`src/common/cbi_pkg.sv`:
```
// Purpose: Shared constants for the connection memory block fill
// Assumes: 40 MHz reference clock, byte-addressed 32-bit register port
// Notes:   Register offsets are byte addresses of aligned words
package cbi_pkg;

  // ----------------------------------------------------------------
  // Bus geometry
  // ----------------------------------------------------------------
  localparam int ADDR_W = 20;
  localparam int DATA_W = 32;

  // ----------------------------------------------------------------
  // Register offsets
  // ----------------------------------------------------------------
  localparam logic [ADDR_W-1:0] OFF_FILL_PATTERN        = 20'h40288;
  localparam logic [ADDR_W-1:0] OFF_FILL_TRIGGER_STATUS = 20'h4028c;
  localparam logic [ADDR_W-1:0] OFF_IRQ_STATUS          = 20'h40290;
  localparam logic [ADDR_W-1:0] OFF_IRQ_CLEAR           = 20'h40294;
  localparam logic [ADDR_W-1:0] OFF_IRQ_ENABLE          = 20'h40298;

  // ----------------------------------------------------------------
  // Reset values and key
  // ----------------------------------------------------------------
  localparam logic [DATA_W-1:0] RST_FILL_PATTERN = 32'h00000000;
  localparam logic [DATA_W-1:0] FILL_KEY         = 32'h31415926;
  localparam logic [DATA_W-1:0] READ_ZERO        = 32'h00000000;

  // ----------------------------------------------------------------
  // Field positions
  // ----------------------------------------------------------------
  localparam int STAT_FILL_BIT = 0;
  localparam int STAT_PWR_BIT  = 1;
  localparam int STAT_W        = 2;

  // Interrupt event bits
  localparam int IRQ_FILL_DONE  = 0;
  localparam int IRQ_PWR_DONE   = 1;
  localparam int IRQ_ACC_FAULT  = 2;
  localparam int IRQ_TRIG_IGNORE = 3;
  localparam int IRQ_W          = 4;
  localparam logic [IRQ_W-1:0] RST_IRQ = 4'h0;

  // ----------------------------------------------------------------
  // Timing
  // ----------------------------------------------------------------
  localparam int CLK_PERIOD_NS  = 25;
  localparam int FILL_TIME_US   = 120;
  localparam int NS_PER_US      = 1000;
  // Longest time, rounded down to whole cycles
  localparam int FILL_MAX_CYCLES_DEF = (FILL_TIME_US * NS_PER_US) / CLK_PERIOD_NS;

  // ----------------------------------------------------------------
  // Memory geometry defaults
  // ----------------------------------------------------------------
  localparam int CM_DEPTH_DEF = 32768;
  localparam int CM_LANES_DEF = 8;

  // Fill engine states
  typedef enum logic [0:0] {
    CBI_IDLE,
    CBI_FILL
  } cbi_state_t;

endpackage

```
`src/cbi_fill_engine.sv`:
```
// Purpose: Walks every connection memory row and writes the fill pattern
// Assumes: Each row holds LANES words, all written in one cycle
// Notes:   Pattern is captured at start and held for the whole fill
`timescale 1ns/100ps
module cbi_fill_engine #(
  parameter int ROWS  = 4096,
  parameter int ROW_W = 12
) (
  // Clock and reset
  input  wire logic                     ref_clk,
  input  wire logic                     sys_rst,
  // Control
  input  wire logic                     start,
  input  wire logic [cbi_pkg::DATA_W-1:0] pattern,
  output logic                          busy,
  output logic                          done,
  // Memory write side
  output logic [ROW_W-1:0]              row,
  output logic [cbi_pkg::DATA_W-1:0]    word
);

  cbi_pkg::cbi_state_t state_reg;
  cbi_pkg::cbi_state_t state_next;
  logic [ROW_W-1:0]           row_reg;
  logic [ROW_W-1:0]           row_next;
  logic [cbi_pkg::DATA_W-1:0] pat_reg;
  logic [cbi_pkg::DATA_W-1:0] pat_next;
  logic                       done_reg;
  logic                       done_next;

  localparam logic [ROW_W-1:0] LAST_ROW = ROW_W'(ROWS - 1);
  localparam logic [ROW_W-1:0] ROW_ONE  = ROW_W'(1);
  localparam logic [ROW_W-1:0] ROW_ZERO = ROW_W'(0);

  // ----------------------------------------------------------------
  // Sequencer
  // ----------------------------------------------------------------
  always_comb begin
    state_next = state_reg;
    row_next   = row_reg;
    pat_next   = pat_reg;
    done_next  = 1'b0;
    case (state_reg)
      cbi_pkg::CBI_IDLE: begin
        if (start) begin
          state_next = cbi_pkg::CBI_FILL;
          row_next   = ROW_ZERO;
          pat_next   = pattern;
        end
      end
      cbi_pkg::CBI_FILL: begin
        if (row_reg == LAST_ROW) begin
          state_next = cbi_pkg::CBI_IDLE;
          done_next  = 1'b1;
        end else begin
          row_next = row_reg + ROW_ONE;
        end
      end
      default: begin
        state_next = cbi_pkg::CBI_IDLE;
      end
    endcase
  end

  always_ff @(posedge ref_clk) begin
    if (sys_rst) begin
      state_reg <= cbi_pkg::CBI_IDLE;
      row_reg   <= ROW_ZERO;
      pat_reg   <= cbi_pkg::RST_FILL_PATTERN;
      done_reg  <= 1'b0;
    end else begin
      state_reg <= state_next;
      row_reg   <= row_next;
      pat_reg   <= pat_next;
      done_reg  <= done_next;
    end
  end

  assign busy = (state_reg == cbi_pkg::CBI_FILL);
  assign done = done_reg;
  assign row  = row_reg;
  assign word = pat_reg;

endmodule

```
`src/cbi_block_init.sv`:
```
// Purpose: Connection memory block fill with pattern, trigger and status
// Assumes: Register port with one-cycle strobes, read data one cycle later
// Notes:   Fill also starts by itself after reset; memory access is refused
//          and TDM outputs are held off while any fill runs
//
// Local design decision: the strobed register port.
`timescale 1ns/100ps
module cbi_block_init #(
  parameter int CM_DEPTH        = cbi_pkg::CM_DEPTH_DEF,
  parameter int CM_LANES        = cbi_pkg::CM_LANES_DEF,
  parameter int FILL_MAX_CYCLES = cbi_pkg::FILL_MAX_CYCLES_DEF
) (
  // Clock and reset
  input  wire logic                         ref_clk,
  input  wire logic                         sys_rst,
  // Register port
  input  wire logic [cbi_pkg::ADDR_W-1:0]   reg_addr,
  input  wire logic [cbi_pkg::DATA_W-1:0]   reg_wdata,
  input  wire logic                         reg_wr,
  input  wire logic                         reg_rd,
  output logic      [cbi_pkg::DATA_W-1:0]   reg_rdata,
  // Host access to connection or data memory
  input  wire logic                         mem_acc_req,
  output logic                              mem_acc_grant,
  output logic                              access_fault_flag,
  // Connection memory fill write port
  output logic                              cm_fill_we,
  output logic      [$clog2(CM_DEPTH/CM_LANES)-1:0] cm_fill_row,
  output logic      [cbi_pkg::DATA_W-1:0]   cm_fill_data,
  // TDM output control
  output logic                              tdm_out_hiz,
  // Interrupt
  output logic                              irq
);

  // ----------------------------------------------------------------
  // Geometry and elaboration checks
  // ----------------------------------------------------------------
  localparam int ROWS  = CM_DEPTH / CM_LANES;
  localparam int ROW_W = $clog2(ROWS);

  if (CM_LANES < 1 || CM_DEPTH % CM_LANES != 0) begin : g_bad_lanes
    $error("CM_DEPTH must be a multiple of CM_LANES");
  end
  if (ROWS < 2) begin : g_bad_rows
    $error("Fill needs at least two rows");
  end
  // A full fill must fit within the allowed fill time
  if (ROWS > FILL_MAX_CYCLES) begin : g_bad_time
    $error("Fill cannot complete in the allowed time");
  end

  // ----------------------------------------------------------------
  // Address decode
  // ----------------------------------------------------------------
  function automatic logic hit(input logic [cbi_pkg::ADDR_W-1:0] addr,
                               input logic [cbi_pkg::ADDR_W-1:0] off);
    hit = (addr == off);
  endfunction

  wire sel_pattern = hit(reg_addr, cbi_pkg::OFF_FILL_PATTERN);
  wire sel_trigger = hit(reg_addr, cbi_pkg::OFF_FILL_TRIGGER_STATUS);
  wire sel_irq_st  = hit(reg_addr, cbi_pkg::OFF_IRQ_STATUS);
  wire sel_irq_clr = hit(reg_addr, cbi_pkg::OFF_IRQ_CLEAR);
  wire sel_irq_en  = hit(reg_addr, cbi_pkg::OFF_IRQ_ENABLE);

  wire wr_pattern = reg_wr && sel_pattern;
  wire wr_trigger = reg_wr && sel_trigger;
  wire wr_irq_clr = reg_wr && sel_irq_clr;
  wire wr_irq_en  = reg_wr && sel_irq_en;

  // ----------------------------------------------------------------
  // State
  // ----------------------------------------------------------------
  logic [cbi_pkg::DATA_W-1:0] pattern_reg;
  logic [cbi_pkg::DATA_W-1:0] pattern_next;
  logic                       pwr_pend_reg;
  logic                       pwr_pend_next;
  logic                       pwr_init_reg;
  logic                       pwr_init_next;
  logic                       hiz_reg;
  logic                       hiz_next;
  logic                       fault_reg;
  logic                       fault_next;
  logic                       grant_reg;
  logic                       grant_next;
  logic [cbi_pkg::DATA_W-1:0] rdata_reg;
  logic [cbi_pkg::DATA_W-1:0] rdata_next;
  logic [cbi_pkg::IRQ_W-1:0]  irq_st_reg;
  logic [cbi_pkg::IRQ_W-1:0]  irq_st_next;
  logic [cbi_pkg::IRQ_W-1:0]  irq_en_reg;
  logic [cbi_pkg::IRQ_W-1:0]  irq_en_next;
  logic                       irq_reg;
  logic                       irq_next;

  wire                        fill_busy;
  wire                        fill_done;
  wire [ROW_W-1:0]            fill_row;
  wire [cbi_pkg::DATA_W-1:0]  fill_word;

  // ----------------------------------------------------------------
  // Pattern register
  // ----------------------------------------------------------------
  // The engine keeps its own copy, so a write here never disturbs a fill
  assign pattern_next = wr_pattern ? reg_wdata : pattern_reg;

  // ----------------------------------------------------------------
  // Fill start
  // ----------------------------------------------------------------
  wire key_match   = (reg_wdata == cbi_pkg::FILL_KEY);
  wire key_write   = wr_trigger && key_match;
  // Any non-key value falls through here and changes nothing
  wire any_fill    = fill_busy || pwr_pend_reg;
  wire sw_start    = key_write && !any_fill;
  wire trig_ignore = key_write && any_fill;
  wire fill_start  = pwr_pend_reg || sw_start;

  // Pending flag is high for the first cycle after reset only
  assign pwr_pend_next = 1'b0;

  // Power-up status stays up until the first fill ends
  assign pwr_init_next = pwr_init_reg && !fill_done;

  // ----------------------------------------------------------------
  // Fill engine
  // ----------------------------------------------------------------
  cbi_fill_engine #(
    .ROWS  (ROWS),
    .ROW_W (ROW_W)
  ) u_engine (
    .ref_clk (ref_clk),
    .sys_rst (sys_rst),
    .start   (fill_start),
    .pattern (pattern_reg),
    .busy    (fill_busy),
    .done    (fill_done),
    .row     (fill_row),
    .word    (fill_word)
  );

  // ----------------------------------------------------------------
  // TDM output hold-off
  // ----------------------------------------------------------------
  // Raised with the start request so outputs float from the first row on
  assign hiz_next = fill_start || (fill_busy && !fill_done);

  // ----------------------------------------------------------------
  // Memory access gate
  // ----------------------------------------------------------------
  wire mem_block = any_fill || fill_busy || pwr_init_reg;
  assign fault_next = mem_acc_req && mem_block;
  assign grant_next = mem_acc_req && !mem_block;

  // ----------------------------------------------------------------
  // Read data
  // ----------------------------------------------------------------
  wire [cbi_pkg::STAT_W-1:0] init_status;
  assign init_status[cbi_pkg::STAT_FILL_BIT] = fill_busy || pwr_pend_reg;
  assign init_status[cbi_pkg::STAT_PWR_BIT]  = pwr_init_reg;

  // Trigger reads show status only; upper bits are zero
  wire [cbi_pkg::DATA_W-1:0] trig_rd =
    {{(cbi_pkg::DATA_W-cbi_pkg::STAT_W){1'b0}}, init_status};
  wire [cbi_pkg::DATA_W-1:0] irq_st_rd =
    {{(cbi_pkg::DATA_W-cbi_pkg::IRQ_W){1'b0}}, irq_st_reg};
  wire [cbi_pkg::DATA_W-1:0] irq_en_rd =
    {{(cbi_pkg::DATA_W-cbi_pkg::IRQ_W){1'b0}}, irq_en_reg};

  // Clear register is write-only and reads as zero like unmapped space
  wire [cbi_pkg::DATA_W-1:0] rd_mux =
    sel_pattern ? pattern_reg :
    sel_trigger ? trig_rd     :
    sel_irq_st  ? irq_st_rd   :
    sel_irq_en  ? irq_en_rd   :
                  cbi_pkg::READ_ZERO;

  assign rdata_next = reg_rd ? rd_mux : cbi_pkg::READ_ZERO;

  // ----------------------------------------------------------------
  // Interrupt events
  // ----------------------------------------------------------------
  wire [cbi_pkg::IRQ_W-1:0] irq_evt;
  assign irq_evt[cbi_pkg::IRQ_FILL_DONE]   = fill_done;
  assign irq_evt[cbi_pkg::IRQ_PWR_DONE]    = fill_done && pwr_init_reg;
  assign irq_evt[cbi_pkg::IRQ_ACC_FAULT]   = fault_next;
  assign irq_evt[cbi_pkg::IRQ_TRIG_IGNORE] = trig_ignore;

  wire [cbi_pkg::IRQ_W-1:0] irq_clr = wr_irq_clr ? reg_wdata[cbi_pkg::IRQ_W-1:0] : cbi_pkg::RST_IRQ;

  // Sticky bits: a new event wins over a clear in the same cycle
  genvar gi;
  generate
    for (gi = 0; gi < cbi_pkg::IRQ_W; gi = gi + 1) begin : g_irq
      assign irq_st_next[gi] = irq_evt[gi] || (irq_st_reg[gi] && !irq_clr[gi]);
    end
  endgenerate

  assign irq_en_next = wr_irq_en ? reg_wdata[cbi_pkg::IRQ_W-1:0] : irq_en_reg;
  assign irq_next    = |(irq_st_next & irq_en_next);

  // ----------------------------------------------------------------
  // Registers
  // ----------------------------------------------------------------
  always_ff @(posedge ref_clk) begin
    if (sys_rst) begin
      pattern_reg <= cbi_pkg::RST_FILL_PATTERN;
      pwr_pend_reg <= 1'b1;
      pwr_init_reg <= 1'b1;
    end else begin
      pattern_reg  <= pattern_next;
      pwr_pend_reg <= pwr_pend_next;
      pwr_init_reg <= pwr_init_next;
    end
  end

  always_ff @(posedge ref_clk) begin
    if (sys_rst) begin
      hiz_reg   <= 1'b1;
      fault_reg <= 1'b0;
      grant_reg <= 1'b0;
      rdata_reg <= cbi_pkg::READ_ZERO;
    end else begin
      hiz_reg   <= hiz_next;
      fault_reg <= fault_next;
      grant_reg <= grant_next;
      rdata_reg <= rdata_next;
    end
  end

  always_ff @(posedge ref_clk) begin
    if (sys_rst) begin
      irq_st_reg <= cbi_pkg::RST_IRQ;
      irq_en_reg <= cbi_pkg::RST_IRQ;
      irq_reg    <= 1'b0;
    end else begin
      irq_st_reg <= irq_st_next;
      irq_en_reg <= irq_en_next;
      irq_reg    <= irq_next;
    end
  end

  // ----------------------------------------------------------------
  // Outputs
  // ----------------------------------------------------------------
  assign reg_rdata         = rdata_reg;
  assign mem_acc_grant     = grant_reg;
  assign access_fault_flag = fault_reg;
  assign cm_fill_we        = fill_busy;
  assign cm_fill_row       = fill_row;
  assign cm_fill_data      = fill_word;
  assign tdm_out_hiz       = hiz_reg;
  assign irq               = irq_reg;

endmodule

```
`config.mk`:
```
export PLATFORM = sky130hd
export DESIGN_NAME = cbi_block_init
export DESIGN_NICKNAME = d
export VERILOG_FILES = /design/src/common/cbi_pkg.sv /design/src/cbi_fill_engine.sv /design/src/cbi_block_init.sv
export SDC_FILE = /design/constraint.sdc
export NUM_CORES = 1
export LEC_CHECK = 0
export BUFFER_PORTS_ARGS = -buffer_cell sky130_fd_sc_hd__buf_4
export CORE_ASPECT_RATIO = 0.6
export CORE_UTILIZATION = 46
export DETAILED_ROUTE_END_ITERATION = 7
export MAX_ROUTING_LAYER = met4
export PLACE_DENSITY = 0.86
export RECOVER_POWER = 50
export SLEW_MARGIN = 40
export SYNTH_ARGS = -nofsm -noshare
export SYNTH_HDL_FRONTEND = slang
export SYNTH_SLANG_ARGS = --single-unit
export TNS_END_PERCENT = 30
```
`constraint.sdc`:
```
create_clock -name ref_clk -period 1.93 [get_ports ref_clk]
set_input_delay 0.386 -clock ref_clk [delete_from_list [all_inputs] [get_ports ref_clk]]
set_output_delay 0.386 -clock ref_clk [all_outputs]
set_load 0.01 [all_outputs]
```
; After elaboration in Yosys (flattened, before gate mapping)
; Cells that the tools add are included.
[totals]
wordCells = 78
out_inout_bits = 81
latchBits = 0
inputBits = 57
rom_bits = 0
mem_bits_rw = 0
mem_count = 0
register_bits = 124
[classes]
bitwise_logic = 3
div_mod_pow = 0
n_reduce_logical = 37
n_addsub = 1
muxes = 14
n_eq_ne = 9
mul = 0
order_cmp = 0
n_shift = 0
[ops]
columns = cell, count
row1 = "20-bit by 19-bit equality test with 1-bit output, second input constant", 5
row2 = "32-bit by 30-bit equality test with 1-bit output, second input constant", 1
row3 = 32-bit two-way mux, 1
row4 = 12-bit two-way mux, 2
row5 = 12-bit one-hot mux with 2 select lines, 1
row6 = 4-bit two-way mux, 5
row7 = 1-bit logical AND, 16
row8 = "12-bit by 1-bit adder with 12-bit output, second input constant", 1
row9 = "12-bit equality test, second input constant", 1
row10 = 1-bit logical OR, 9
row11 = 1-bit logical NOT, 7
row12 = 4-bit bitwise AND, 1
row13 = 1-bit two-way mux, 4
row14 = "2-bit != test, second input constant", 2
row15 = 2-bit AND reduction, 2
row16 = 2-bit OR reduction, 2
row17 = 4-bit OR reduction, 1
row18 = 1-bit NOT, 2
row19 = 1-bit one-hot mux with 2 select lines, 1

; Logic depth before layout (Yosys ltp)
[depth]
ltp_word = 8
depth_mapped = 8
mapped_depth_nobuf = 7

; Modules after synthesis
; From an unflattened synthesis, not the netlist that was laid out.
[hier_totals]
cells_unflattened = 537
hier_area_um2 = 4740.8
[modules_own_cells]
columns = mod, instances, area_per_inst_um2, seq_area_each_um2, cells_per_inst
row1 = cbi_block_init, 1, 2860.2, 1561.5, 312
row2 = cbi_fill_engine, 1, 1880.6, 920.9, 225

; Worst setup path after synthesis
; OpenSTA, ideal clock, no wires.
[synth_timing]
path_kind = in2reg
startpoint = input port reg_addr[11] (netlist bit)
endpoint = register irq_reg, in the netlist irq
path_stages = 6
setup_slack_ps = -17
t_required_ps = 1808
setup_ps = 122
n_path_buf = 0
arrival_ps = 1826
cell_sequence = nor4_2 -> nand3_1 -> nor3_2 -> mux2i_1 -> o22ai_1 -> a221o_1
[synth_via]
elab_chain_cells = 8
elab_cells_between_ends = 24
[synth_lines]
columns = item, line
row1 = from (decl), cbi_block_init.sv:17  ; input wire logic [cbi_pkg::ADDR_W-1:0] reg_addr,
row2 = 20-bit by 19-bit equality test with 1-bit output, cbi_block_init.sv:58  ; hit = (addr == off);
row3 = 1-bit logical AND, cbi_block_init.sv:69  ; wire wr_irq_clr = reg_wr && sel_irq_clr;
row4 = 4-bit two-way mux, cbi_block_init.sv:188  ; wire [cbi_pkg::IRQ_W-1:0] irq_clr = wr_irq_clr ? reg_wdata[cbi_pkg::IRQ_W-1:0] : cbi_pkg::RST_IRQ;
row5 = 1-bit logical NOT, cbi_block_init.sv:194  ; assign irq_st_next[gi] = irq_evt[gi] || (irq_st_reg[gi] && !irq_clr[gi]);
row6 = 1-bit logical AND, cbi_block_init.sv:194
row7 = 1-bit logical OR, cbi_block_init.sv:194
row8 = 4-bit bitwise AND (*), cbi_block_init.sv:199  ; assign irq_next = |(irq_st_next & irq_en_next);
row9 = 4-bit OR reduction (*), cbi_block_init.sv:199
row10 = to (signal assigned), cbi_block_init.sv:238  ; irq_reg <= irq_next;
row11 = to (decl), cbi_block_init.sv:93  ; logic irq_reg;
; Every way passes the cells marked *; elsewhere a longest branch is shown, timed or not.
; A chain may end at the register's enable or synchronous reset.

; Worst setup path in the final report
[layout_timing]
startpoint = input port reg_wdata[31] (netlist bit)
endpoint = register u_engine.pat_reg (netlist bit u_engine.word[14])
[layout_via]
elab_chain_cells = 5
[layout_lines]
columns = item, line
row1 = from (decl), cbi_block_init.sv:18  ; input wire logic [cbi_pkg::DATA_W-1:0] reg_wdata,
row2 = 32-bit by 30-bit equality test with 1-bit output, cbi_block_init.sv:110  ; wire key_match = (reg_wdata == cbi_pkg::FILL_KEY);
row3 = 1-bit logical AND, cbi_block_init.sv:111  ; wire key_write = wr_trigger && key_match;
row4 = 1-bit logical AND, cbi_block_init.sv:114  ; wire sw_start = key_write && !any_fill;
row5 = 1-bit logical OR, cbi_block_init.sv:116  ; wire fill_start = pwr_pend_reg || sw_start;
row6 = 2-bit AND reduction (no source line), n/a
row7 = to (signal assigned), cbi_fill_engine.sv:69  ; pat_reg <= cbi_pkg::RST_FILL_PATTERN;
row8 = to (signal assigned), cbi_fill_engine.sv:74  ; pat_reg <= pat_next;
row9 = to (decl), cbi_fill_engine.sv:26  ; logic [cbi_pkg::DATA_W-1:0] pat_reg;
; No other way between the ends.

==> flow_metrics.env <==
export IMPL_path_class="in2reg"
export IMPL_cts_max_level=4
export IMPL_p_comb_share_pct=5.3
export IMPL_fin_nets=751
export IMPL_reg2reg_depth=7
export IMPL_rows=28
export IMPL_crit_start="reg_wdata[31]"
export IMPL_synth_fp_nets=585
export IMPL_tightest_slew_ns=1.341
export IMPL_first_pass_iters=5
export IMPL_maxCapViolations=0
export IMPL_power_share_sequential_pct=41.4
export IMPL_yosysTopAreaCell="dfxtp_1"
export IMPL_core_area_sq_mm=0.009985
export IMPL_route_vias_total=4411
export IMPL_track_usage_pct=26.22
export IMPL_dieWidth_um=133.7
export IMPL_setup_violations=0
export IMPL_setup_slack_ns=0.04496
export IMPL_cts_hold_buffers=0
export IMPL_avgSynthCellArea_sq_um=9.088
export IMPL_finalWirelength_um=13410
export IMPL_drv_slew=0
export IMPL_synth_cell_types=52
export IMPL_finalCritPeriodShare_pct=97.67
export IMPL_drt_iter0_markers=286
export IMPL_initial_core_util_pct=47.97
export IMPL_ys_top_cells_by_count="nand2_1 (145), dfxtp_1 (124), a21oi_1 (40)"
export IMPL_clkPwrFrac_pct=53.2
export IMPL_critPathMaxStageDelay_ns=0.35
export IMPL_fmax_mhz=530.5
export IMPL_io_pins=138
export IMPL_yosysSeqAreaShare_pct=51.83
export IMPL_rsz0062_at_grt="true"
export IMPL_ys_seq_elements=124
export IMPL_p_sw_share_pct=20.19
export IMPL_p_leak_uw=0.002487
export IMPL_hold_depth=2
export IMPL_syn_area_sq_mm=0.004790
export IMPL_slowest_stage="nor4_4"
export IMPL_yosys_warnings=0
export IMPL_power_switching_uw=1258
export IMPL_path_max_fanout=20
export IMPL_syn_inst=527
export IMPL_antenna_found_initial=0
export IMPL_grt_pass1_vias=4231
export IMPL_synthMostInstantiatedCell="nand2_1"
export IMPL_antenna_left=0
export IMPL_grt_max_degree=33
export IMPL_dieArea_sq_mm=0.01084
export IMPL_power_density_mw_per_mm2=954.7
export IMPL_cp_arrival_ns=2.21
export IMPL_skew_ns=0.005056
export IMPL_hp_class="in2reg"
export IMPL_yosysTopAreaCellShare_pct=51.83
export IMPL_max_slew_margin_pct=10.60
export IMPL_avgRoutedWirePerCell_um=15.95
export IMPL_antenna_cells=0
export IMPL_cts_sinks=124
export IMPL_port_buffer_count=137
export IMPL_hold_viol_final=0
export IMPL_regToRegStartpoint="u_engine.row[0]$_SDFFE_PP0P_"
export IMPL_chipHeight_um=81.04
export IMPL_place_congestion=0.8935
export IMPL_synth_edf_count=0
export IMPL_synth_top_cells_by_area="dfxtp_1 (52%), nand2_1 (11%), mux2i_1 (7.9%), and2_1 (4.3%), a21oi_1 (4.2%)"
export IMPL_power_uw=6227
export IMPL_drive_gt1_share_pct=20.96
export IMPL_clockBufferDepth=2
export IMPL_layout_min_cycle_time_ns=1.885
export IMPL_clk_latency_ns=0.41
export IMPL_cts_buffers=17
export IMPL_pre_cts_ws_ns=-0.3830
export IMPL_ys_flop_type="dfxtp_1"
export IMPL_synth_async_reset_ratio_pct=0
export IMPL_cts_root_buf="clkbuf_16"
export IMPL_vias_per_cell=5.245
export IMPL_grt_pass1_wl_um=20940
export IMPL_area_growth_syn_to_layout_pct=36.18
export IMPL_cp_cell_sequence="buf_4 -> nor4_2 -> nand4_1 -> nor4_4 -> nand2_2 -> a21oi_4 -> buf_12 -> mux2i_1"
export IMPL_hold_start="mem_acc_req"
export IMPL_power_ir_vdd_worst_mv=0.8826
export IMPL_cp_start_kind="primary input"
export IMPL_cp_end_kind="flop"
export IMPL_cts_tree="built"
export IMPL_crit_required_ns=2.25
export IMPL_internal_power_uw=4970
export IMPL_dpl_hpwl_um=9490
export IMPL_gr_total_overflow=0
export IMPL_status="complete, no violations"
export IMPL_drc_errors=0
export IMPL_cts_clk_slew_worst_paths_ns=0.05
[power by group through the flow]
| stage | sequential [uW] | combinational (uW) | clock [uW] |
|---|---|---|---|
| floorplan | 2630 | 148 | 0 |
| global placement | 2630 | 320 | 0 |
| detailed placement | 2630 | 330 | 0 |
| CTS | 2580 | 332 | 3350 |
| global route | 2580 | 351 | 3470 |
| finish | 2580 | 333 | 3320 |
[layer usage]
layer / track usage, % / routed length [um] / vias up
met3: 6.117 / 926 / 20
met4: 10.80 / 201 / 0
met2: 41.24 / 6029 / 206
met1: 32.74 / 6252 / 2063
li1: - / - / 2122
met5: - / 0 / -
[cell usage in the layout (no fill, tap or decap), types with 3 or more instances in the layout]
master / n
a211oi_1: 3
bufinv_16: 3
and3_1: 5
o21ai_0: 3
clkbuf_16: 17
nand2_1: 145
a21oi_1: 40
inv_1: 6
nor4_2: 3
o2bb2ai_1: 3
clkbuf_1: 86
nor3_1: 7
buf_12: 3
and2_1: 33
mux2i_1: 38
nand4_1: 3
nand3_1: 8
dfxtp_1: 124
and4bb_2: 4
clkbuf_8: 6
a311oi_1: 4
a31oi_1: 3
nor2_1: 16
nand2b_1: 4
nor4_1: 3
buf_4: 91
[area by class of cell]
cell class,count,area (sq um)
fill,864,3462
sequential,124,2482
multi-input combinational,364,2148
timing repair buffer,179,1071
clock buffer,27,523.0
tap,135,168.9
clock inverter,5,102.6
inverter,7,26.28
[timing repair]
action                     4_1_cts  5_1_grt
buffers inserted                 0        0
setup endpoints to repair        5       10
gates cloned                     0        0
resized for setup                2        3
pin swaps                        0        2
[path summary, 6_finish.rpt]
path	end	slack (ns)
setup / recovery	u_engine.word[14]$_SDFFE_PP0P_	0.04
hold reg to reg	u_engine.word[8]$_SDFFE_PP0P_	0.46
setup reg to reg	u_engine.row[11]$_SDFFE_PP0P_	0.09
hold / removal	mem_acc_grant$_SDFF_PP0_	0.23
[cells by family after synthesis]
logic type / Yosys count / synth area share (%)
simple gates: 247 / 25.05
flops: 124 / 51.83
compound gates: 76 / 10.27
mux: 40 / 8.412
buf+inv: 39 / 4.180
fa+ha+maj: 1 / 0.2612
[through the flow]
stage	area, sq um	hold WS [ns]	cells	util [%]	setup TNS [ns]
after CTS	6824	0.2127	841	68.35	0
final	6523	0.2314	841	65.33	0
after floorplan	4796	0.4137	527	-	0
after detailed placement	6187	0.4533	809	61.97	-18.31
after global placement	6187	0.4432	809	61.97	-15.10
after global routing	6523	0.2198	841	65.33	-0.005346
[critical path, delay by kind of cell]
family                 cells  cell delay, ns
multiplexers               1            0.23
buffers and inverters      2            0.34
AO/OA/AOI/OAI              1            0.24
AND/OR/NAND/NOR            4            1.01
(Power assumes the default switching activity.)
